### config.mk
export PLATFORM = sky130hd
export DESIGN_NAME = cfte_timing_gen
export DESIGN_NICKNAME = d
export VERILOG_FILES = /design/src/cfte_pkg.sv /design/src/cfte_pos_counter.sv /design/src/cfte_edge_wave.sv /design/src/cfte_timing_gen.sv
export SDC_FILE = /design/constraint.sdc
export NUM_CORES = 1
export LEC_CHECK = 0
export BUFFER_PORTS_ARGS = -buffer_cell sky130_fd_sc_hd__buf_2
export CAP_MARGIN = 20
export CORE_MARGIN = 2
export CORE_UTILIZATION = 40
export CTS_CLUSTER_SIZE = 40
export DETAILED_ROUTE_END_ITERATION = 10
export PLACE_DENSITY = 0.66
export SETUP_SLACK_MARGIN = 0.05
export SLEW_MARGIN = 20
export SYNTH_ARGS = -nofsm -noshare
export SYNTH_HDL_FRONTEND = slang
export SYNTH_SLANG_ARGS = --single-unit
### constraint.sdc
create_clock -name clk -period 3.3 [get_ports clk]
set_input_delay 0 -clock clk [delete_from_list [all_inputs] [get_ports clk]]
set_output_delay 0 -clock clk [all_outputs]
set_load 0.02 [all_outputs]
### src/cfte_pkg.sv
// shared constants, types and decode for the fine-edge timing generator
package cfte_pkg;

    // fine position grid within one master clock period
    localparam int unsigned POS_COUNT = 48;
    localparam logic [5:0]  POS_LAST  = 6'h2f;
    localparam logic [3:0]  OFS_LIMIT = 4'hc;   // offsets 12..15 are holes
    localparam logic [5:0]  QUAD_STEP = 6'h0c;

    // serial register addresses
    localparam logic [7:0] ADDR_OPR_LO   = 8'h00;
    localparam logic [7:0] ADDR_OPR_HI   = 8'h01;
    localparam logic [7:0] ADDR_STEER    = 8'h06;
    localparam logic [7:0] ADDR_HA_POL   = 8'he5;
    localparam logic [7:0] ADDR_HA_RISE  = 8'he6;
    localparam logic [7:0] ADDR_HA_FALL  = 8'he7;
    localparam logic [7:0] ADDR_HA_DRV   = 8'he8;
    localparam logic [7:0] ADDR_HAI_DRV  = 8'he9;
    localparam logic [7:0] ADDR_HB_DRV   = 8'hea;
    localparam logic [7:0] ADDR_HBI_DRV  = 8'heb;
    localparam logic [7:0] ADDR_RG_POL   = 8'hec;
    localparam logic [7:0] ADDR_RG_RISE  = 8'hed;
    localparam logic [7:0] ADDR_RG_FALL  = 8'hee;
    localparam logic [7:0] ADDR_RG_DRV   = 8'hef;
    localparam logic [7:0] ADDR_REF_LOC  = 8'hf0;
    localparam logic [7:0] ADDR_SIG_LOC  = 8'hf1;
    localparam logic [7:0] ADDR_HB_POL   = 8'hf2;
    localparam logic [7:0] ADDR_HB_RISE  = 8'hf3;
    localparam logic [7:0] ADDR_HB_FALL  = 8'hf4;
    localparam logic [7:0] ADDR_STATUS   = 8'hf8;

    // operating_control fields
    localparam int unsigned OPR_PWR_LSB   = 0;
    localparam int unsigned OPR_BLACK_BIT = 2;
    localparam int unsigned OPR_HI_LSB    = 6;
    // color_steering_control fields
    localparam int unsigned STEER_GAIN_BIT  = 3;
    localparam int unsigned STEER_LATCH_BIT = 4;
    localparam int unsigned STEER_FLOAT_BIT = 5;

    // reset values
    localparam logic [7:0] RST_OPR      = 8'h00;
    localparam logic [5:0] RST_STEER    = 6'h00;
    localparam logic [5:0] RST_H_RISE   = 6'h00;
    localparam logic [5:0] RST_H_FALL   = 6'h20;
    localparam logic [2:0] RST_H_DRV    = 3'h3;
    localparam logic [5:0] RST_RG_RISE  = 6'h00;
    localparam logic [5:0] RST_RG_FALL  = 6'h10;
    localparam logic [2:0] RST_RG_DRV   = 3'h2;
    localparam logic [5:0] RST_REF_LOC  = 6'h24;
    localparam logic [5:0] RST_SIG_LOC  = 6'h00;
    localparam logic [2:0] DRV_OFF      = 3'h0;
    localparam logic [5:0] DOUT_LATCH_POS = 6'h00;

    typedef enum logic [1:0] {
        CFTE_PWR_FULL     = 2'b00,
        CFTE_PWR_FAST     = 2'b01,
        CFTE_PWR_STANDBY  = 2'b10,
        CFTE_PWR_SHUTDOWN = 2'b11
    } cfte_power_t;

    typedef enum logic [2:0] {
        CFTE_STEER_OFF      = 3'b000,
        CFTE_STEER_MOS_SEP  = 3'b001,
        CFTE_STEER_VD_MOS   = 3'b010,
        CFTE_STEER_MOS_REP  = 3'b011,
        CFTE_STEER_THREE    = 3'b100,
        CFTE_STEER_THREE_2  = 3'b101,
        CFTE_STEER_FOUR     = 3'b110,
        CFTE_STEER_FOUR_2   = 3'b111
    } cfte_steer_t;

    typedef struct packed {
        logic       pol;
        logic [5:0] rise;
        logic [5:0] fall;
        logic [2:0] drv;
    } cfte_edge_cfg_t;

    typedef struct packed {
        logic       valid;
        logic [5:0] pos;
    } cfte_loc_t;

    // location code: quadrant*12 + offset, offsets 12..15 invalid
    function automatic cfte_loc_t cfte_loc_decode(input logic [5:0] code);
        cfte_loc_t r;
        r.valid = (code[3:0] < OFS_LIMIT);
        r.pos   = 6'(6'(code[5:4]) * QUAD_STEP) + 6'(code[3:0]);
        return r;
    endfunction

endpackage

### src/cfte_pos_counter.sv
// master clock synchroniser and 48-step fine position counter
`timescale 1ns/1ps
`default_nettype none
module cfte_pos_counter (
    input  wire logic       clk,
    input  wire logic       rst_n,
    input  wire logic       master_clock_in,
    output logic [5:0]      pos,
    output logic            period_start
);
    import cfte_pkg::*;

    logic sync_1;
    logic sync_2;
    logic sync_3;
    logic ref_level;

    // three stages; the first is only read by the second
    always_ff @(posedge clk or negedge rst_n) begin
        if (!rst_n) begin
            sync_1 <= 1'b0;
            sync_2 <= 1'b0;
            sync_3 <= 1'b0;
        end else begin
            sync_1 <= master_clock_in;
            sync_2 <= sync_1;
            sync_3 <= sync_2;
        end
    end

    // accept a level only once two stages agree, filtering single glitches
    assign period_start = (sync_2 == sync_3) && sync_2 && !ref_level;

    always_ff @(posedge clk or negedge rst_n) begin
        if (!rst_n) begin
            ref_level <= 1'b0;
        end else if (sync_2 == sync_3) begin
            ref_level <= sync_2;
        end
    end

    // restart at 0 on each reference rise, else step and wrap after 47
    always_ff @(posedge clk or negedge rst_n) begin
        if (!rst_n) begin
            pos <= 6'h00;
        end else if (period_start) begin
            pos <= 6'h00;
        end else if (pos == POS_LAST) begin
            pos <= 6'h00;
        end else begin
            pos <= pos + 6'h01;
        end
    end

    a_pos_range : assert property (@(posedge clk) disable iff (!rst_n)
        pos <= POS_LAST) else $error("fine position left 0..47");
    a_pos_wrap : assert property (@(posedge clk) disable iff (!rst_n)
        (pos == POS_LAST) |=> (pos == 6'h00)) else $error("position did not wrap");
    a_pos_align : assert property (@(posedge clk) disable iff (!rst_n)
        period_start |=> (pos == 6'h00)) else $error("position not restarted");

endmodule
`default_nettype wire

### src/cfte_edge_wave.sv
// one programmable-edge waveform with polarity and drive-off control
`timescale 1ns/1ps
`default_nettype none
module cfte_edge_wave (
    input  wire logic                     clk,
    input  wire logic                     rst_n,
    input  wire logic [5:0]               pos,
    input  wire cfte_pkg::cfte_edge_cfg_t cfg,
    output logic                          wave,
    output logic                          oe_n
);
    import cfte_pkg::*;

    cfte_loc_t rise_loc;
    cfte_loc_t fall_loc;
    logic      level;
    logic      next_level;

    assign rise_loc = cfte_loc_decode(cfg.rise);
    assign fall_loc = cfte_loc_decode(cfg.fall);

    // rise wins when both edges share one position; holes never fire
    always_comb begin
        next_level = level;
        if (rise_loc.valid && pos == rise_loc.pos) begin
            next_level = 1'b1;
        end else if (fall_loc.valid && pos == fall_loc.pos) begin
            next_level = 1'b0;
        end
    end

    always_ff @(posedge clk or negedge rst_n) begin
        if (!rst_n) begin
            level <= 1'b0;
        end else begin
            level <= next_level;
        end
    end

    // polarity applied at the output flop so the pin is glitch free
    always_ff @(posedge clk or negedge rst_n) begin
        if (!rst_n) begin
            wave <= 1'b0;
            oe_n <= 1'b1;
        end else begin
            wave <= next_level ^ cfg.pol;
            oe_n <= (cfg.drv == DRV_OFF);
        end
    end

    a_edge_rise : assert property (@(posedge clk) disable iff (!rst_n)
        (rise_loc.valid && pos == rise_loc.pos) |=> (wave != $past(cfg.pol)))
        else $error("rising edge not placed");
    a_edge_fall : assert property (@(posedge clk) disable iff (!rst_n)
        (fall_loc.valid && pos == fall_loc.pos && !(rise_loc.valid && rise_loc.pos == pos))
        |=> (wave == $past(cfg.pol))) else $error("falling edge not placed");
    a_drive_off : assert property (@(posedge clk) disable iff (!rst_n)
        (cfg.drv == DRV_OFF) |=> oe_n) else $error("off drive still enabled");

endmodule
`default_nettype wire

### src/cfte_timing_gen.sv
// fine-edge timing generator top: serial registers, edges, strobes, AFE control
//
// Function
// - master period split into 48 positions
// - reset gate: own rise, fall, polarity
// - hclk_a, hclk_b: own rise, fall, polarity
// - inverse clocks always follow their mates
// - code is quadrant*12 plus offset 0..11
// - polarity bit 1 inverts programmed waveform
// - rise code sets edge or sample spot
// - fall code sets falling edge
// - three-bit drive level held per output
// - drive level zero floats the output
// - operating control split over two addresses
// - power state field picks four modes
// - black loop off bit disables clamping
// - steering mode register, eight colour modes
// - gain steering enable bit
// - output latch versus transparent select
// - converter outputs driven or floated
`timescale 1ns/1ps
`default_nettype none
module cfte_timing_gen (
    input  wire logic                  clk,
    input  wire logic                  rst_n,
    input  wire logic                  master_clock_in,
    input  wire logic                  wr_en,
    input  wire logic [7:0]            wr_addr,
    input  wire logic [5:0]            wr_data,
    input  wire logic [7:0]            rd_addr,
    output logic [7:0]                 rd_data,
    output logic                       reset_gate_out,
    output logic                       reset_gate_oe_n,
    output logic                       hclk_a,
    output logic                       hclk_a_oe_n,
    output logic                       hclk_a_inv,
    output logic                       hclk_a_inv_oe_n,
    output logic                       hclk_b,
    output logic                       hclk_b_oe_n,
    output logic                       hclk_b_inv,
    output logic                       hclk_b_inv_oe_n,
    output logic [2:0]                 reset_gate_drive,
    output logic [2:0]                 hclk_a_drive,
    output logic [2:0]                 hclk_a_inv_drive,
    output logic [2:0]                 hclk_b_drive,
    output logic [2:0]                 hclk_b_inv_drive,
    output logic                       reference_sample_strobe,
    output logic                       signal_sample_strobe,
    output cfte_pkg::cfte_power_t      power_state_sel,
    output logic                       black_clamp_en,
    output logic [4:0]                 test_bits,
    output cfte_pkg::cfte_steer_t      color_steer_mode,
    output logic                       pixel_gain_steer_en,
    input  wire logic [9:0]            adc_data_in,
    output logic [9:0]                 adc_data_out,
    output logic                       adc_data_oe_n
);
    import cfte_pkg::*;

    logic [7:0]     operating_control;
    logic [5:0]     color_steering_control;
    cfte_edge_cfg_t rg_cfg;
    cfte_edge_cfg_t ha_cfg;
    cfte_edge_cfg_t hb_cfg;
    logic [2:0]     ha_inv_drv;
    logic [2:0]     hb_inv_drv;
    logic [5:0]     ref_loc_code;
    logic [5:0]     sig_loc_code;
    logic [5:0]     pos;
    logic           period_start;
    logic           ha_wave;
    logic           hb_wave;
    logic           ha_oe_n_w;
    logic           hb_oe_n_w;
    cfte_loc_t      ref_loc;
    cfte_loc_t      sig_loc;
    logic [7:0]     next_rd_data;
    logic           wr_opr_lo;
    logic           wr_opr_hi;

    assign wr_opr_lo = wr_en && (wr_addr == ADDR_OPR_LO);
    assign wr_opr_hi = wr_en && (wr_addr == ADDR_OPR_HI);

    // operating control loads low six and high two bits separately
    always_ff @(posedge clk or negedge rst_n) begin
        if (!rst_n) begin
            operating_control <= RST_OPR;
        end else if (wr_opr_lo) begin
            operating_control[5:0] <= wr_data;
        end else if (wr_opr_hi) begin
            operating_control[7:OPR_HI_LSB] <= wr_data[1:0];
        end
    end

    // colour steering control, one address, six bits
    always_ff @(posedge clk or negedge rst_n) begin
        if (!rst_n) begin
            color_steering_control <= RST_STEER;
        end else if (wr_en && wr_addr == ADDR_STEER) begin
            color_steering_control <= wr_data;
        end
    end

    // edge configuration for the reset gate and both horizontal clocks
    always_ff @(posedge clk or negedge rst_n) begin
        if (!rst_n) begin
            rg_cfg     <= '{pol: 1'b0, rise: RST_RG_RISE, fall: RST_RG_FALL, drv: RST_RG_DRV};
            ha_cfg     <= '{pol: 1'b0, rise: RST_H_RISE, fall: RST_H_FALL, drv: RST_H_DRV};
            hb_cfg     <= '{pol: 1'b0, rise: RST_H_RISE, fall: RST_H_FALL, drv: RST_H_DRV};
            ha_inv_drv <= RST_H_DRV;
            hb_inv_drv <= RST_H_DRV;
        end else if (wr_en) begin
            unique case (wr_addr)
                ADDR_RG_POL:  rg_cfg.pol  <= wr_data[0];
                ADDR_RG_RISE: rg_cfg.rise <= wr_data;
                ADDR_RG_FALL: rg_cfg.fall <= wr_data;
                ADDR_RG_DRV:  rg_cfg.drv  <= wr_data[2:0];
                ADDR_HA_POL:  ha_cfg.pol  <= wr_data[0];
                ADDR_HA_RISE: ha_cfg.rise <= wr_data;
                ADDR_HA_FALL: ha_cfg.fall <= wr_data;
                ADDR_HA_DRV:  ha_cfg.drv  <= wr_data[2:0];
                ADDR_HAI_DRV: ha_inv_drv  <= wr_data[2:0];
                ADDR_HB_POL:  hb_cfg.pol  <= wr_data[0];
                ADDR_HB_RISE: hb_cfg.rise <= wr_data;
                ADDR_HB_FALL: hb_cfg.fall <= wr_data;
                ADDR_HB_DRV:  hb_cfg.drv  <= wr_data[2:0];
                ADDR_HBI_DRV: hb_inv_drv  <= wr_data[2:0];
                default: ;
            endcase
        end
    end

    // sample strobe locations
    always_ff @(posedge clk or negedge rst_n) begin
        if (!rst_n) begin
            ref_loc_code <= RST_REF_LOC;
            sig_loc_code <= RST_SIG_LOC;
        end else if (wr_en && wr_addr == ADDR_REF_LOC) begin
            ref_loc_code <= wr_data;
        end else if (wr_en && wr_addr == ADDR_SIG_LOC) begin
            sig_loc_code <= wr_data;
        end
    end

    // position grid locked to the master clock reference
    cfte_pos_counter u_pos (
        .clk             (clk),
        .rst_n           (rst_n),
        .master_clock_in (master_clock_in),
        .pos             (pos),
        .period_start    (period_start)
    );

    cfte_edge_wave u_rg (
        .clk   (clk),
        .rst_n (rst_n),
        .pos   (pos),
        .cfg   (rg_cfg),
        .wave  (reset_gate_out),
        .oe_n  (reset_gate_oe_n)
    );

    cfte_edge_wave u_ha (
        .clk   (clk),
        .rst_n (rst_n),
        .pos   (pos),
        .cfg   (ha_cfg),
        .wave  (ha_wave),
        .oe_n  (ha_oe_n_w)
    );

    cfte_edge_wave u_hb (
        .clk   (clk),
        .rst_n (rst_n),
        .pos   (pos),
        .cfg   (hb_cfg),
        .wave  (hb_wave),
        .oe_n  (hb_oe_n_w)
    );

    // inverse clocks come from the same flops, so no skew between pairs
    assign hclk_a     = ha_wave;
    assign hclk_b     = hb_wave;
    assign hclk_a_inv = ~ha_wave;
    assign hclk_b_inv = ~hb_wave;
    assign hclk_a_oe_n = ha_oe_n_w;
    assign hclk_b_oe_n = hb_oe_n_w;

    // inverse outputs float on their own zero drive level
    always_ff @(posedge clk or negedge rst_n) begin
        if (!rst_n) begin
            hclk_a_inv_oe_n <= 1'b1;
            hclk_b_inv_oe_n <= 1'b1;
        end else begin
            hclk_a_inv_oe_n <= (ha_inv_drv == DRV_OFF);
            hclk_b_inv_oe_n <= (hb_inv_drv == DRV_OFF);
        end
    end

    // drive level codes go straight to the analog drivers
    assign reset_gate_drive = rg_cfg.drv;
    assign hclk_a_drive     = ha_cfg.drv;
    assign hclk_a_inv_drive = ha_inv_drv;
    assign hclk_b_drive     = hb_cfg.drv;
    assign hclk_b_inv_drive = hb_inv_drv;

    assign ref_loc = cfte_loc_decode(ref_loc_code);
    assign sig_loc = cfte_loc_decode(sig_loc_code);

    // one-step sample strobes; a hole code never fires
    always_ff @(posedge clk or negedge rst_n) begin
        if (!rst_n) begin
            reference_sample_strobe <= 1'b0;
            signal_sample_strobe    <= 1'b0;
        end else begin
            reference_sample_strobe <= ref_loc.valid && (pos == ref_loc.pos);
            signal_sample_strobe    <= sig_loc.valid && (pos == sig_loc.pos);
        end
    end

    // front-end control fields decoded from the two registers
    assign power_state_sel     = cfte_power_t'(operating_control[OPR_PWR_LSB +: 2]);
    assign black_clamp_en      = !operating_control[OPR_BLACK_BIT];
    assign test_bits           = operating_control[7:3];
    assign color_steer_mode    = cfte_steer_t'(color_steering_control[2:0]);
    assign pixel_gain_steer_en = color_steering_control[STEER_GAIN_BIT];

    // converter data: latched at the chosen position or passed every cycle
    always_ff @(posedge clk or negedge rst_n) begin
        if (!rst_n) begin
            adc_data_out <= 10'h000;
        end else if (color_steering_control[STEER_LATCH_BIT] || pos == DOUT_LATCH_POS) begin
            adc_data_out <= adc_data_in;
        end
    end

    always_ff @(posedge clk or negedge rst_n) begin
        if (!rst_n) begin
            adc_data_oe_n <= 1'b0;
        end else begin
            adc_data_oe_n <= color_steering_control[STEER_FLOAT_BIT];
        end
    end

    // readback of settings and the live fine position
    always_comb begin
        next_rd_data = 8'h00;
        unique case (rd_addr)
            ADDR_OPR_LO:  next_rd_data = {2'b00, operating_control[5:0]};
            ADDR_OPR_HI:  next_rd_data = {6'h00, operating_control[7:6]};
            ADDR_STEER:   next_rd_data = {2'b00, color_steering_control};
            ADDR_RG_POL:  next_rd_data = {7'h00, rg_cfg.pol};
            ADDR_RG_RISE: next_rd_data = {2'b00, rg_cfg.rise};
            ADDR_RG_FALL: next_rd_data = {2'b00, rg_cfg.fall};
            ADDR_RG_DRV:  next_rd_data = {5'h00, rg_cfg.drv};
            ADDR_HA_POL:  next_rd_data = {7'h00, ha_cfg.pol};
            ADDR_HA_RISE: next_rd_data = {2'b00, ha_cfg.rise};
            ADDR_HA_FALL: next_rd_data = {2'b00, ha_cfg.fall};
            ADDR_HA_DRV:  next_rd_data = {5'h00, ha_cfg.drv};
            ADDR_HAI_DRV: next_rd_data = {5'h00, ha_inv_drv};
            ADDR_HB_POL:  next_rd_data = {7'h00, hb_cfg.pol};
            ADDR_HB_RISE: next_rd_data = {2'b00, hb_cfg.rise};
            ADDR_HB_FALL: next_rd_data = {2'b00, hb_cfg.fall};
            ADDR_HB_DRV:  next_rd_data = {5'h00, hb_cfg.drv};
            ADDR_HBI_DRV: next_rd_data = {5'h00, hb_inv_drv};
            ADDR_REF_LOC: next_rd_data = {2'b00, ref_loc_code};
            ADDR_SIG_LOC: next_rd_data = {2'b00, sig_loc_code};
            ADDR_STATUS:  next_rd_data = {2'b00, pos};
            default:      next_rd_data = 8'h00;
        endcase
    end

    always_ff @(posedge clk or negedge rst_n) begin
        if (!rst_n) begin
            rd_data <= 8'h00;
        end else begin
            rd_data <= next_rd_data;
        end
    end

    a_inv_pair_a : assert property (@(posedge clk) disable iff (!rst_n)
        hclk_a_inv == !hclk_a) else $error("hclk_a_inv not inverse");
    a_inv_pair_b : assert property (@(posedge clk) disable iff (!rst_n)
        hclk_b_inv == !hclk_b) else $error("hclk_b_inv not inverse");
    a_ref_strobe : assert property (@(posedge clk) disable iff (!rst_n)
        (ref_loc.valid && pos == ref_loc.pos) |=> reference_sample_strobe ##1 !reference_sample_strobe)
        else $error("reference strobe misplaced");
    a_hole_silent : assert property (@(posedge clk) disable iff (!rst_n)
        !sig_loc.valid |=> !signal_sample_strobe) else $error("hole code fired strobe");
    a_opr_split : assert property (@(posedge clk) disable iff (!rst_n)
        wr_opr_hi |=> (operating_control[7:6] == $past(wr_data[1:0]))
        && (operating_control[5:0] == $past(operating_control[5:0])))
        else $error("operating control high load wrong");
    a_float_out : assert property (@(posedge clk) disable iff (!rst_n)
        color_steering_control[STEER_FLOAT_BIT] |=> adc_data_oe_n)
        else $error("converter outputs not floated");
    a_latch_hold : assert property (@(posedge clk) disable iff (!rst_n)
        (!color_steering_control[STEER_LATCH_BIT] && pos != DOUT_LATCH_POS)
        |=> $stable(adc_data_out)) else $error("latched data changed");

endmodule
`default_nettype wire

Word level (Yosys, flattened, before mapping)
Index checks and enable logic that the tools add are counted.
{"block": "classes", "n_lt_le_gt_ge": 8, "shifts": 0, "div_mod_pow": 0, "n_bitwise": 7, "n_addsub": 9, "n_mul": 8, "mux": 9, "reduce_logical": 42, "eq_ne": 47}
{"cell": "8-bit equality test (second input constant)", "count": 33}
{"cell": "6-bit one-hot mux with 20 select lines", "count": 1}
{"cell": "6-bit by 4-bit adder with 6-bit output", "count": 8}
{"cell": "6-bit equality test", "count": 8}
{"cell": "4-bit less-than comparator (second input constant)", "count": 8}
{"cell": "2-bit by 2-bit multiplier with 4-bit output (second input constant)", "count": 8}
{"cell": "2-bit AND reduction", "count": 16}
{"cell": "8-bit by 1-bit equality test with 1-bit output (second input constant)", "count": 2}
{"cell": "8-bit by 3-bit equality test with 1-bit output (second input constant)", "count": 2}
{"cell": "8-bit zero test", "count": 2}
{"cell": "1-bit logical AND", "count": 15}
{"cell": "3-bit zero test", "count": 5}
{"cell": "6-bit 2-to-1 mux", "count": 2}
{"cell": "6-bit by 1-bit adder with 6-bit output (second input constant)", "count": 1}
{"cell": "6-bit equality test (second input constant)", "count": 1}
{"cell": "6-bit zero test", "count": 1}
{"cell": "1-bit 2-to-1 mux", "count": 6}
{"cell": "1-bit NOT", "count": 4}
{"cell": "1-bit bitwise XOR", "count": 3}
{"cell": "1-bit zero test", "count": 2}
{"cell": "1-bit equality test", "count": 1}
{"cell": "1-bit logical OR", "count": 1}
{"block": "word_totals", "ram_bits": 0, "wordCells": 170, "in_bits": 36, "latch_bits": 0, "register_bits": 122, "output_inout_bits": 58, "mem_count": 0, "mem_bits_ro": 0}

Logic depth before layout (Yosys ltp)
Gate-level depths: netlist (run 1).
{"block": "logic_depth", "depth_word": 7, "ltp_mapped": 9, "depth_no_buf": 9}

Modules after synthesis
From an unflattened synthesis (run 1), not the netlist that was laid out.
{"block": "hier_totals", "hier_cells": 596, "hier_area_um2": 7065.5}
{"mod": "cfte_timing_gen", "cells_per_inst": 430, "instances": 1, "area_per_inst_um2": 5198.7, "seq_area_each_um2": 2547.4}
{"mod": "cfte_edge_wave", "cells_per_inst": 45, "instances": 3, "area_per_inst_um2": 489.2, "seq_area_each_um2": 76.3}
{"mod": "cfte_pos_counter", "cells_per_inst": 31, "instances": 1, "area_per_inst_um2": 399.1, "seq_area_each_um2": 250.2}

Worst setup path before layout (run 1)
No wires, ideal clock.
{"block": "synth_path", "kind": "register to register", "from": "reg hb_cfg[7] in the netlist's numbering", "to": "reg u_hb.wave", "setup_ns": 0.133, "arrival_time_ns": 2.261, "path_buffers": 0, "stages_incl_launch_ff": 10, "period_less_slack_ns": 2.395, "required_time_ns": 3.167, "path_slack_ns": 0.905, "path_cell_list": "dfrtp_1 inv_1 ha_1 inv_1 fa_1 xor2_1 or4b_2 nand4_1 o211ai_1 xor2_1"}
{"block": "synth_via", "elab_chain_len": 7}
{"item": "start: declaration", "line": "cfte_timing_gen.sv:64", "source": "cfte_edge_cfg_t hb_cfg;"}
{"item": "start signal: assignment", "line": "cfte_timing_gen.sv:109", "source": "hb_cfg <= '{pol: 1'b0, rise: RST_H_RISE, fall: RST_H_FALL, drv: RST_H_DRV};"}
{"item": "2-bit by 2-bit multiplier with 4-bit output", "line": "cfte_pkg.sv:89", "source": "r.pos = 6'(6'(code[5:4]) * QUAD_STEP) + 6'(code[3:0]);"}
{"item": "6-bit by 4-bit adder with 6-bit output", "line": "cfte_pkg.sv:89"}
{"item": "6-bit equality test", "line": "cfte_edge_wave.sv:27", "source": "end else if (fall_loc.valid && pos == fall_loc.pos) begin"}
{"item": "1-bit logical AND", "line": "cfte_edge_wave.sv:27"}
{"item": "1-bit 2-to-1 mux", "line": "cfte_edge_wave.sv:27"}
{"item": "1-bit 2-to-1 mux", "line": "cfte_edge_wave.sv:25", "source": "if (rise_loc.valid && pos == rise_loc.pos) begin"}
{"item": "named net u_hb.next_level", "line": "cfte_edge_wave.sv:17", "source": "logic next_level;"}
{"item": "1-bit bitwise XOR", "line": "cfte_edge_wave.sv:46", "source": "wave <= next_level ^ cfg.pol;"}
{"item": "end signal: assignment", "line": "cfte_edge_wave.sv:46"}
{"item": "end: declaration", "line": "cfte_edge_wave.sv:9", "source": "output logic wave,"}
The timed path passes the listed nets, and every way through them passes these cells.
A chain may end at the register's enable or synchronous reset.

Final worst setup path (run 1)
Ends and elaborated chain as after synthesis.

==> metrics.txt, run 1 <==
max cap viols 0; grt ovf 0; # diodes 0; Pwr per Cell Area 593 nW/µm²; Post-Synthesis Cells roughly 630; Die Height 137 µm; Hold Path Class in2reg; mean post-synth cell area around 11 µm²; hpwl dp roughly 14000 µm; Comb pwr share 0.237; unrepaired setup endpoints after global routing no; sequential fraction of the synthesis area 0.426; most frequent cells after synthesis dfrtp_1, mux2_2, xor2_1; run status finished clean; CTS buffer count 17; Initial DRC Count between 300 and 400; Worst-Skew Late Latency 0.42 ns; cell taking the most area after synthesis dfrtp_1; fin. max-slew vios 0; Peak VDD IR about 380 µV; number of distinct library cells after synthesis 67; I/O Pins 94; FMAX ~390 MHz; P_int roughly 3.3 mW; Placeable Area 17400 µm²; adder and majority gate portion of the synthesized area 0.0842; Final Skew approximately 0.0079 ns; critical path required time approximately 3.6 ns; Layout fillers 1552; clock share of power 0.362; compound-gate portion of the synthesized area 0.0791; post-CTS setup buffer count 0; Setup WS pre-CTS slightly above 0.7 ns; antenna viol nets, final 0; mapped cell area about 7000 µm²; drt pass-1 iters 5; Area Overhead vs Synth 16.5%; Worst-Margin Slew roughly 0.92 ns; Synth Flop Type dfrtp_1; simple-gate share of the synthesized area 0.117; Seq pwr share 0.401; Fin Setup TNS 0 ns; sw power approximately 1.6 mW; Clk Tree Root Cell clkbuf_16; Crit Path Class reg2reg; clock slew seen by the registers of the worst setup and hold paths around 0.050 ns; CTS sink count 120; Slew HR 0.384; post-route minimum period 2.59 ns; vias 5263; DRC Markers 0; post-synthesis async set-or-reset flop share 1.00; Ys Warns 0; initial antenna violation count 0; Reg area approximately 3000 µm²; gp weighted congestion 0.917; DIE AREA roughly 19000 µm²; Final Hold Vio Count 0; area of the multi-input gates 3690 µm²; final wirelength roughly 19000 µm; GRT Util Overall 0.212; Port Buffers just over 90; synth top area cells dfrtp_1, mux2_2, dfstp_2; count of state elements after synthesis between 100 and 150; vias per cell 5.60; die width 137 µm; share of cells above drive strength 1 0.347; CP Capture Type flop; mux contribution to synthesized area 0.158; crit path launch type flop; number of global-route vias before repair 5410; Arr. time, crit path 2.88 ns; Synth top area share 0.356; H-tree depth 4; largest net degree at the start of global routing 60; period utilization 0.785; Starting Density 0.409; most numerous cell in the Yosys netlist dfrtp_1; cell row count 48; Synth Area in XOR/XNOR 0.0801; first-pass GRT wire length 29800 µm; crit-path max FO 4; CTS tree yes; main combinational cell family by area after synthesis multiplexers; Switching Fraction 0.328; Leak Pwr 4.02 nW; EDFF count, synth 0; NumNets Final 780; CTS max path bufs 2; final setup fails 0; DR WL/cell just over 20 µm; worst setup margin 0.709 ns
==> logic make-up (layout without fill, tap and decap cells) <==
| family | count (synthesis) | count (layout) |
|---|---|---|
| AO/OA/AOI/OAI | 77 | 77 |
| AND/OR/NAND/NOR | 146 | 146 |
| buffers and inverters | 78 | 164 |
| adder cells (fa/ha/maj) | 43 | 43 |
| flip-flops | 120 | 120 |
| other | 1 | 2 |
| multiplexers | 97 | 97 |
| XOR/XNOR | 65 | 65 |
==> sequential cells by signal, summed over array words and instances, names as in the netlist, 6 cells and up <==
name	flops
adc_data_out	10
color_steering_control	6
ha_cfg	13
hb_cfg	13
operating_control	8
rd_data	6
ref_loc_code	6
rg_cfg	13
sig_loc_code	6
u_pos.pos	6
==> layout make-up <==
class,instances,area share
inverters,23,0.0104
well taps,225,0.0340
repair buffers,109,0.0756
clock buffers,21,0.0568
clock inverters,11,0.0118
multi-input cells,430,0.446
flip-flops and latches,120,0.366
==> layer usage <==
layer,vias to the layer above,global-route usage,wire length (µm)
met5,-,0,0
met4,0,0.0825,501
met3,36,0.0460,1320
met2,220,0.340,9310
met1,2653,0.281,8100
li1,2354,-,-
==> stage by stage <==
step	util	cell area [µm²]	power (mW)	instances	hold WS, ns
after floorplan	-	7110	2.75	628	-0.296
after global placement	0.437	7580	3.08	894	0.113
after CTS	0.477	8280	4.94	939	0.0374
after global routing	0.477	8280	5.13	939	0.0632
after detailed placement	0.437	7580	3.14	894	0.118
final	0.477	8280	4.91	939	0.0563
==> repair_timing <==
action                     in CTS  in global routing
hold endpoints to repair       56                  0
hold buffers                   13                  0
setup endpoints to repair       0                  0
gates resized for setup         0                  0
==> layout by cell type (no fill, tap or decap), drive strengths merged, types with 3 or more instances in the layout <==
| cell | n |
|---|---|
| clkbuf | 21 |
| dfrtp | 101 |
| and2 | 4 |
| nand3b | 5 |
| nor2b | 10 |
| xor2 | 37 |
| a21oi | 12 |
| clkinv | 5 |
| a22o | 7 |
| nand3 | 16 |
| o2bb2ai | 3 |
| fa | 8 |
| inv | 24 |
| nand2 | 26 |
| nor3 | 16 |
| and3b | 3 |
| a211oi | 3 |
| mux2 | 91 |
| dlygate4sd3 | 13 |
| a32o | 3 |
| a21o | 5 |
| o21ai | 10 |
| or4b | 3 |
| mux2i | 5 |
| and3 | 7 |
| nor2 | 29 |
| a31oi | 6 |
| a22oi | 7 |
| xnor2 | 28 |
| o211ai | 6 |
| nand4 | 12 |
| dfstp | 19 |
| nor3b | 3 |
| buf | 96 |
| clkinvlp | 4 |
| ha | 35 |
| a32oi | 3 |
==> critical path, cell delays in order (launching register included) <==
cell and delay, ns:
dfrtp_1 0.41, inv_1 0.08, ha_1 0.27, inv_1 0.06, fa_1 0.40, xor2_1 0.23, or4b_2 0.61, nand4_1 0.11
o211ai_1 0.12, xor2_1 0.17
==> power groups by stage <==
| stage | sequential (mW) | combinational [mW] | clock, mW |
|---|---|---|---|
| 6_report | 1.97 | 1.16 | 1.77 |
| 5_1_grt | 1.99 | 1.27 | 1.87 |
| 4_1_cts | 1.96 | 1.17 | 1.81 |
| 3_5_place_dp | 1.99 | 1.15 | 0 |
| 3_3_place_gp | 1.97 | 1.11 | 0 |
| 2_1_floorplan | 1.93 | 0.814 | 0 |
==> path summary, 6_finish.rpt <==
| check | startpoint | end | slack, ns | cells after the start |
|---|---|---|---|---|
| min | wr_addr[2] | operating_control[6] | 0.06 | 4 |
| min reg2reg | u_pos.sync_1 | u_pos.sync_2 | 0.35 | 0 |
| min in group asynchronous | rst_n | sig_loc_code[5] | 0.19 | 2 |
| max reg2reg | hb_cfg[7] | u_hb.wave | 0.71 | 9 |
| max in group asynchronous | rst_n | ha_cfg[8] | 2.13 | 3 |
| max | hb_cfg[7] | u_hb.wave | 0.71 | 9 |
Note: power is estimated with default switching activity, not from simulation.
==> run 2, diff against run 1 <==
Settings changed: ABC_AREA from default to 1.
Clock period 3.3 ns to 2.55 ns, I/O delays scaled along.
==> metrics.txt, run 2 <==
worst-case register-to-register setup slack between 0.3 and 0.4 ns; hpwl dp 15000 µm; R2R Path End u_rg.wave; unrepaired setup endpoints after global routing no; CTS buffer count 17; DRC Markers 0; drt pass-1 iters 5; commonest non-fill, non-tap cell in the layout nand2_1; run status finished clean; Slew HR 0.462; Worst-Skew Late Latency about 0.42 ns; Layout fillers between 1500 and 2000; clock slew seen by the registers of the worst setup and hold paths about 0.06 ns; worst setup margin 0.337 ns; Placeable Area ~18000 µm²; Peak VDD IR approximately 420 µV; # diodes 0; final wirelength between 20000 and 25000 µm; die width approximately 140 µm; top flop regs ha_cfg x13, hb_cfg x13, rg_cfg x13; max cap viols 0; Arr. time, crit path around 2.5 ns; final setup fails 0; cts hold-fix bufs 16; Die Height between 100 and 150 µm; CTS tree yes; Reg area between 3000 and 4000 µm²; FMAX around 450 MHz; final core utilization 0.478; cell row count ~50; CP Capture Type flop; Setup WS pre-CTS 0.348 ns; WP depth 15; CTS sink count 120; area of the multi-input gates 3670 µm²; CP max-delay cell dfstp_2; Crit Path Class reg2reg; Worst Hold Launch wr_addr[1]; Ys Warns 0; Critical Path End u_rg.wave; fin. max-slew vios 0; mean post-synth cell area about 7.7 µm²; crit path launch type flop; NumNets Final between 1000 and 1500; EDFF count, synth 0; number of global-route vias before repair 6161; cell taking the most area after synthesis dfrtp_1; FF-to-FF path depth 15; post-CTS setup buffer count 0; CP Cell Sequence inv_1, ha_1, inv_1, fa_1, inv_1, nand2_1, nand2_1, nor2_1, nand2_1, nor2_1, nand2_1, nand2_1, nand2_1, nand2_1, nand2_1; first-pass GRT wire length approximately 33000 µm; antenna viol nets, final 0; Post-Synthesis Cells roughly 970; most frequent cells in the layout nand2_1, inv_1, dfrtp_1, buf_2, nor2_1; Initial DRC Count 522; vias between 6000 and 7000; Starting Density 0.411; most numerous cell in the Yosys netlist nand2_1; Worst path top cell family by delay adder cells; GRT Util Overall 0.213; DIE AREA a little under 20000 µm²; Synth top area share 0.339; synth top area cells dfrtp_1, nand2_1, dfstp_2; crit-path max FO 5; Clk Tree Root Cell clkbuf_16; Hold Path Class in2reg; DR WL/cell 15.8 µm; Pwr per Cell Area 762 nW/µm²; Crit path largest cell delay approximately 0.57 ns; gp weighted congestion roughly 0.9; FF-to-FF Start rg_cfg[7]; most frequent cells after synthesis nand2_1, dfrtp_1, inv_1; Leak Pwr approximately 4.4 nW; Bufs and invs on worst path 3; # resized after CTS 0; I/O Pins between 90 and 100; post-route minimum period about 2.2 ns; initial antenna violation count 1; Worst-Margin Slew between 0.8 and 0.9 ns; share of cells above drive strength 1 0.188; Final Hold Vio Count 0; Final Skew between 0.006 and 0.007 ns; Fin Setup TNS 0 ns; number of distinct library cells after synthesis 44; CTS max path bufs 2; Port Buffers between 90 and 100; Area Overhead vs Synth 16.3%; largest net degree at the start of global routing between 50 and 60; grt ovf 0; Hold Path Stages 4; period utilization 0.868; sequential fraction of the synthesis area 0.406; count of state elements after synthesis 120; crit path from rg_cfg[7]; critical path required time around 2.9 ns; Worst path most repeated cell nand2_1; vias per cell approximately 5.1; H-tree depth 4; Synth Flop Type dfrtp_1; mapped cell area 7460 µm²; post-synthesis async set-or-reset flop share 1.00
run 2: cell types whose count changed after synthesis, moves of 8 or more:
| cell | before | now |
|---|---|---|
| nand2_1 | 26 | 311 |
| xnor2_1 | 28 | 11 |
| o21ai_1 | 0 | 20 |
| nand3_1 | 16 | 63 |
| o21ai_0 | 10 | 63 |
| o21ai_2 | 0 | 24 |
| nor2_1 | 28 | 70 |
| mux2_2 | 85 | 1 |
| buf_6 | 1 | 9 |
| inv_1 | 23 | 101 |
| nor2b_1 | 10 | 0 |
| xor2_1 | 37 | 9 |
| inv_2 | 0 | 8 |
| clkbuf_1 | 19 | 7 |
run 2: area by class of cell:
| type | count | area share |
|---|---|---|
| multi-input combinational | 691 | 0.423 |
| tap | 229 | 0.0330 |
| timing repair buffer | 114 | 0.0787 |
| clock buffer | 24 | 0.0543 |
| inverter | 111 | 0.0486 |
| sequential | 120 | 0.349 |
| clock inverter | 8 | 0.0140 |
run 2: through the flow:
| stage | hold WS [ns] | area [µm²] | std cells | total power, mW |
|---|---|---|---|---|
| floorplan | -0.296 | 7460 | 969 | 3.66 |
| global placement | 0.106 | 7930 | 1249 | 4.15 |
| detailed placement | 0.105 | 7930 | 1249 | 4.18 |
| CTS | 0.00387 | 8680 | 1297 | 6.64 |
| global route | 0.0306 | 8680 | 1297 | 6.96 |
| finish | 0.0195 | 8680 | 1297 | 6.61 |
run 2: cells by family (layout without fill, tap and decap cells):
family	after synthesis	count (layout)	synth area share
flops	120	120	0.406
compound gates	128	128	0.102
buf+inv	158	257	0.103
other cells	1	2	0.000503
mux	1	1	0.00151
xor+xnor	21	21	0.0257
fa+ha+maj	43	43	0.0802
simple gates	496	496	0.281
run 2: report_power, final:
group | leakage [nW] | switching [mW] | internal (mW) | total, mW
sequential | 1.54 | 0.257 | 2.18 | 2.43
clock | 0.288 | 0.854 | 1.58 | 2.44
combinational | 2.58 | 1.13 | 0.611 | 1.74
total | 4.41 | 2.24 | 4.37 | 6.61
run 2: worst min-delay path by stage:
stage          slack, ns             to
4_1_cts            0.004     ha_cfg[15]
6_report            0.02     ha_cfg[15]
3_3_place_gp        0.11      u_rg.wave
5_1_grt             0.03     ha_cfg[15]
2_1_floorplan      -0.30  adc_data_oe_n
3_5_place_dp        0.11     u_rg.level
run 2: worst register-to-register path, cell delays in order (launching register included):
cell and delay [ns]:
dfstp_2 0.57, inv_1 0.05, ha_1 0.26, inv_1 0.06, fa_1 0.49, inv_1 0.05, nand2_1 0.05, nand2_1 0.05
nor2_1 0.10, nand2_1 0.05, nor2_1 0.08, nand2_1 0.05, nand2_1 0.07, nand2_1 0.07, nand2_1 0.06, nand2_1 0.04
run 2: per-layer routing:
| layer | part of all wire | routed length, µm | track usage |
|---|---|---|---|
| met5 | 0 | 0 | 0 |
| met3 | 0.052 | 1070 | 0.0489 |
| met4 | 0.020 | 408 | 0.0668 |
| met1 | 0.45 | 9130 | 0.279 |
| met2 | 0.48 | 9830 | 0.353 |
==> run 3, diff against run 2 <==
Settings changed: BUFFER_PORTS_ARGS -buffer_cell sky130_fd_sc_hd__buf_2 to -buffer_cell sky130_fd_sc_hd__clkbuf_2.
==> metrics.txt, run 3 (synthesis results as in run 2) <==
gp weighted congestion 0.903; # diodes 0; initial antenna violation count 0; Final Cell Area between 8000 and 9000 µm²; share of cells above drive strength 1 0.191; drt pass-1 iters 5; grt ovf 0; Peak VDD IR about 480 µV; NumNets Final ~1100; most frequent cells in the layout nand2_1, inv_1, dfrtp_1, clkbuf_2, nor2_1; hpwl dp between 10000 and 15000 µm; period utilization 0.876; run status finished clean; power consumption 6.80 mW; cts hold-fix bufs 17; Port Buffers just over 90; vias per cell around 5.0; max cap viols 0; number of global-route vias before repair about 6200; post-route minimum period approximately 2.2 ns; Pwr per Cell Area slightly below 800 nW/µm²; Slew HR 0.479; Hold Path Class in2async; crit path launch type flop; Starting Density 0.411; DIE AREA 19800 µm²; CTS max path bufs 2; final setup fails 0; Clk Tree Root Cell clkbuf_16; first-pass GRT wire length roughly 33000 µm; clock slew seen by the registers of the worst setup and hold paths ~0.060 ns; DRC Markers 0; worst setup margin 0.316 ns; largest net degree at the start of global routing between 40 and 50; antenna viol nets, final 0; top flop regs ha_cfg x13, hb_cfg x13, rg_cfg x13; Crit Path Class reg2reg; H-tree depth 4; CTS tree yes; Initial DRC Count ~510; Placed Area 7930 µm²; Area Overhead vs Synth 17.2%; critical path required time between 2 and 3 ns; commonest non-fill, non-tap cell in the layout nand2_1; Placeable Area 18100 µm²; die width about 140 µm; CTS buffer count 17; FMAX 448 MHz; WHS around 0.011 ns; CTS sink count 120; Final Skew between 0.007 and 0.008 ns; Worst-Skew Late Latency between 0.4 and 0.5 ns; I/O Pins 94; Fin Setup TNS 0 ns; Setup WS pre-CTS about 0.3 ns; # resized after CTS 0; cell row count 49; Layout fillers 1775; final wirelength slightly above 20000 µm; post-CTS setup buffer count 0; unrepaired setup endpoints after global routing no; CP Capture Type flop; fin. max-slew vios 0; vias between 6000 and 7000; Worst-Margin Slew around 0.78 ns; Arr. time, crit path around 2.6 ns; Final Hold Vio Count 0; Die Height between 100 and 150 µm; Leak Pwr ~4.4 nW; GRT Util Overall 0.213; crit-path max FO 5; DR WL/cell 15.5 µm
[run 3: cell types whose count changed in the layout (fill, tap and decap cells not counted), sizes merged]
cell | previous run | this run
dlygate4sd3 | 16 | 17
clkbuf | 24 | 110
buf | 98 | 8
clkinv | 4 | 6
bufinv | 3 | 5
[run 3: final cells by class]
class	count	area, µm²	share of cell area
Clock buffer	20	447	0.0511
Clock inverter	12	199	0.0228
Inverter	111	422	0.0482
Multi-Input combinational cell	691	3670	0.420
Sequential cell	120	3030	0.346
Tap cell	229	287	0.0328
Timing Repair Buffer	115	693	0.0793
[run 3: where the power goes]
part / internal (mW) / total, mW / switching (mW)
Sequential: 2.18 / 2.46 / 0.282
Clock: 1.76 / 2.65 / 0.896
Combinational: 0.604 / 1.69 / 1.09
[run 3: worst paths after layout]
path	to	from	slack, ns	cells past startpoint
worst max-delay path	u_rg.wave	rg_cfg[7]	0.32	15
worst min-delay path	u_ha.level	rst_n	0.01	2
worst max register to register	u_rg.wave	rg_cfg[7]	0.32	15
worst min register to register	u_pos.sync_2	u_pos.sync_1	0.35	0
max in group asynchronous	ha_cfg[8]	rst_n	1.83	3
min in group clk	operating_control[6]	wr_addr[1]	0.02	4
[run 3: worst max-delay path, cell delays in order (launching register included)]
cell	delay [ns]
dfstp_2	0.57
inv_1	0.05
ha_1	0.27
inv_1	0.06
fa_1	0.49
inv_1	0.04
nand2_1	0.05
nand2_1	0.05
nor2_1	0.09
nand2_1	0.05
nor2_1	0.09
nand2_1	0.06
nand2_1	0.07
nand2_1	0.06
nand2_1	0.06
nand2_1	0.05
[run 3: stage by stage]
| stage | instances | util |
|---|---|---|
| detailed placement | 1249 | 0.437 |
| CTS | 1298 | 0.482 |
| global placement | 1249 | 0.437 |
| finish | 1298 | 0.482 |
| floorplan | 969 | - |
| global route | 1298 | 0.482 |
[run 3: layer usage]
layer  GRT usage  wire length [µm]  part of all wire  up-vias
li1            -                 -                 -     3245
met1       0.283              9140              0.45     3078
met2       0.350              9560              0.47      180
met3      0.0452              1020             0.051       35
met4      0.0721               455             0.023        0
met5           0                 0                 0        -
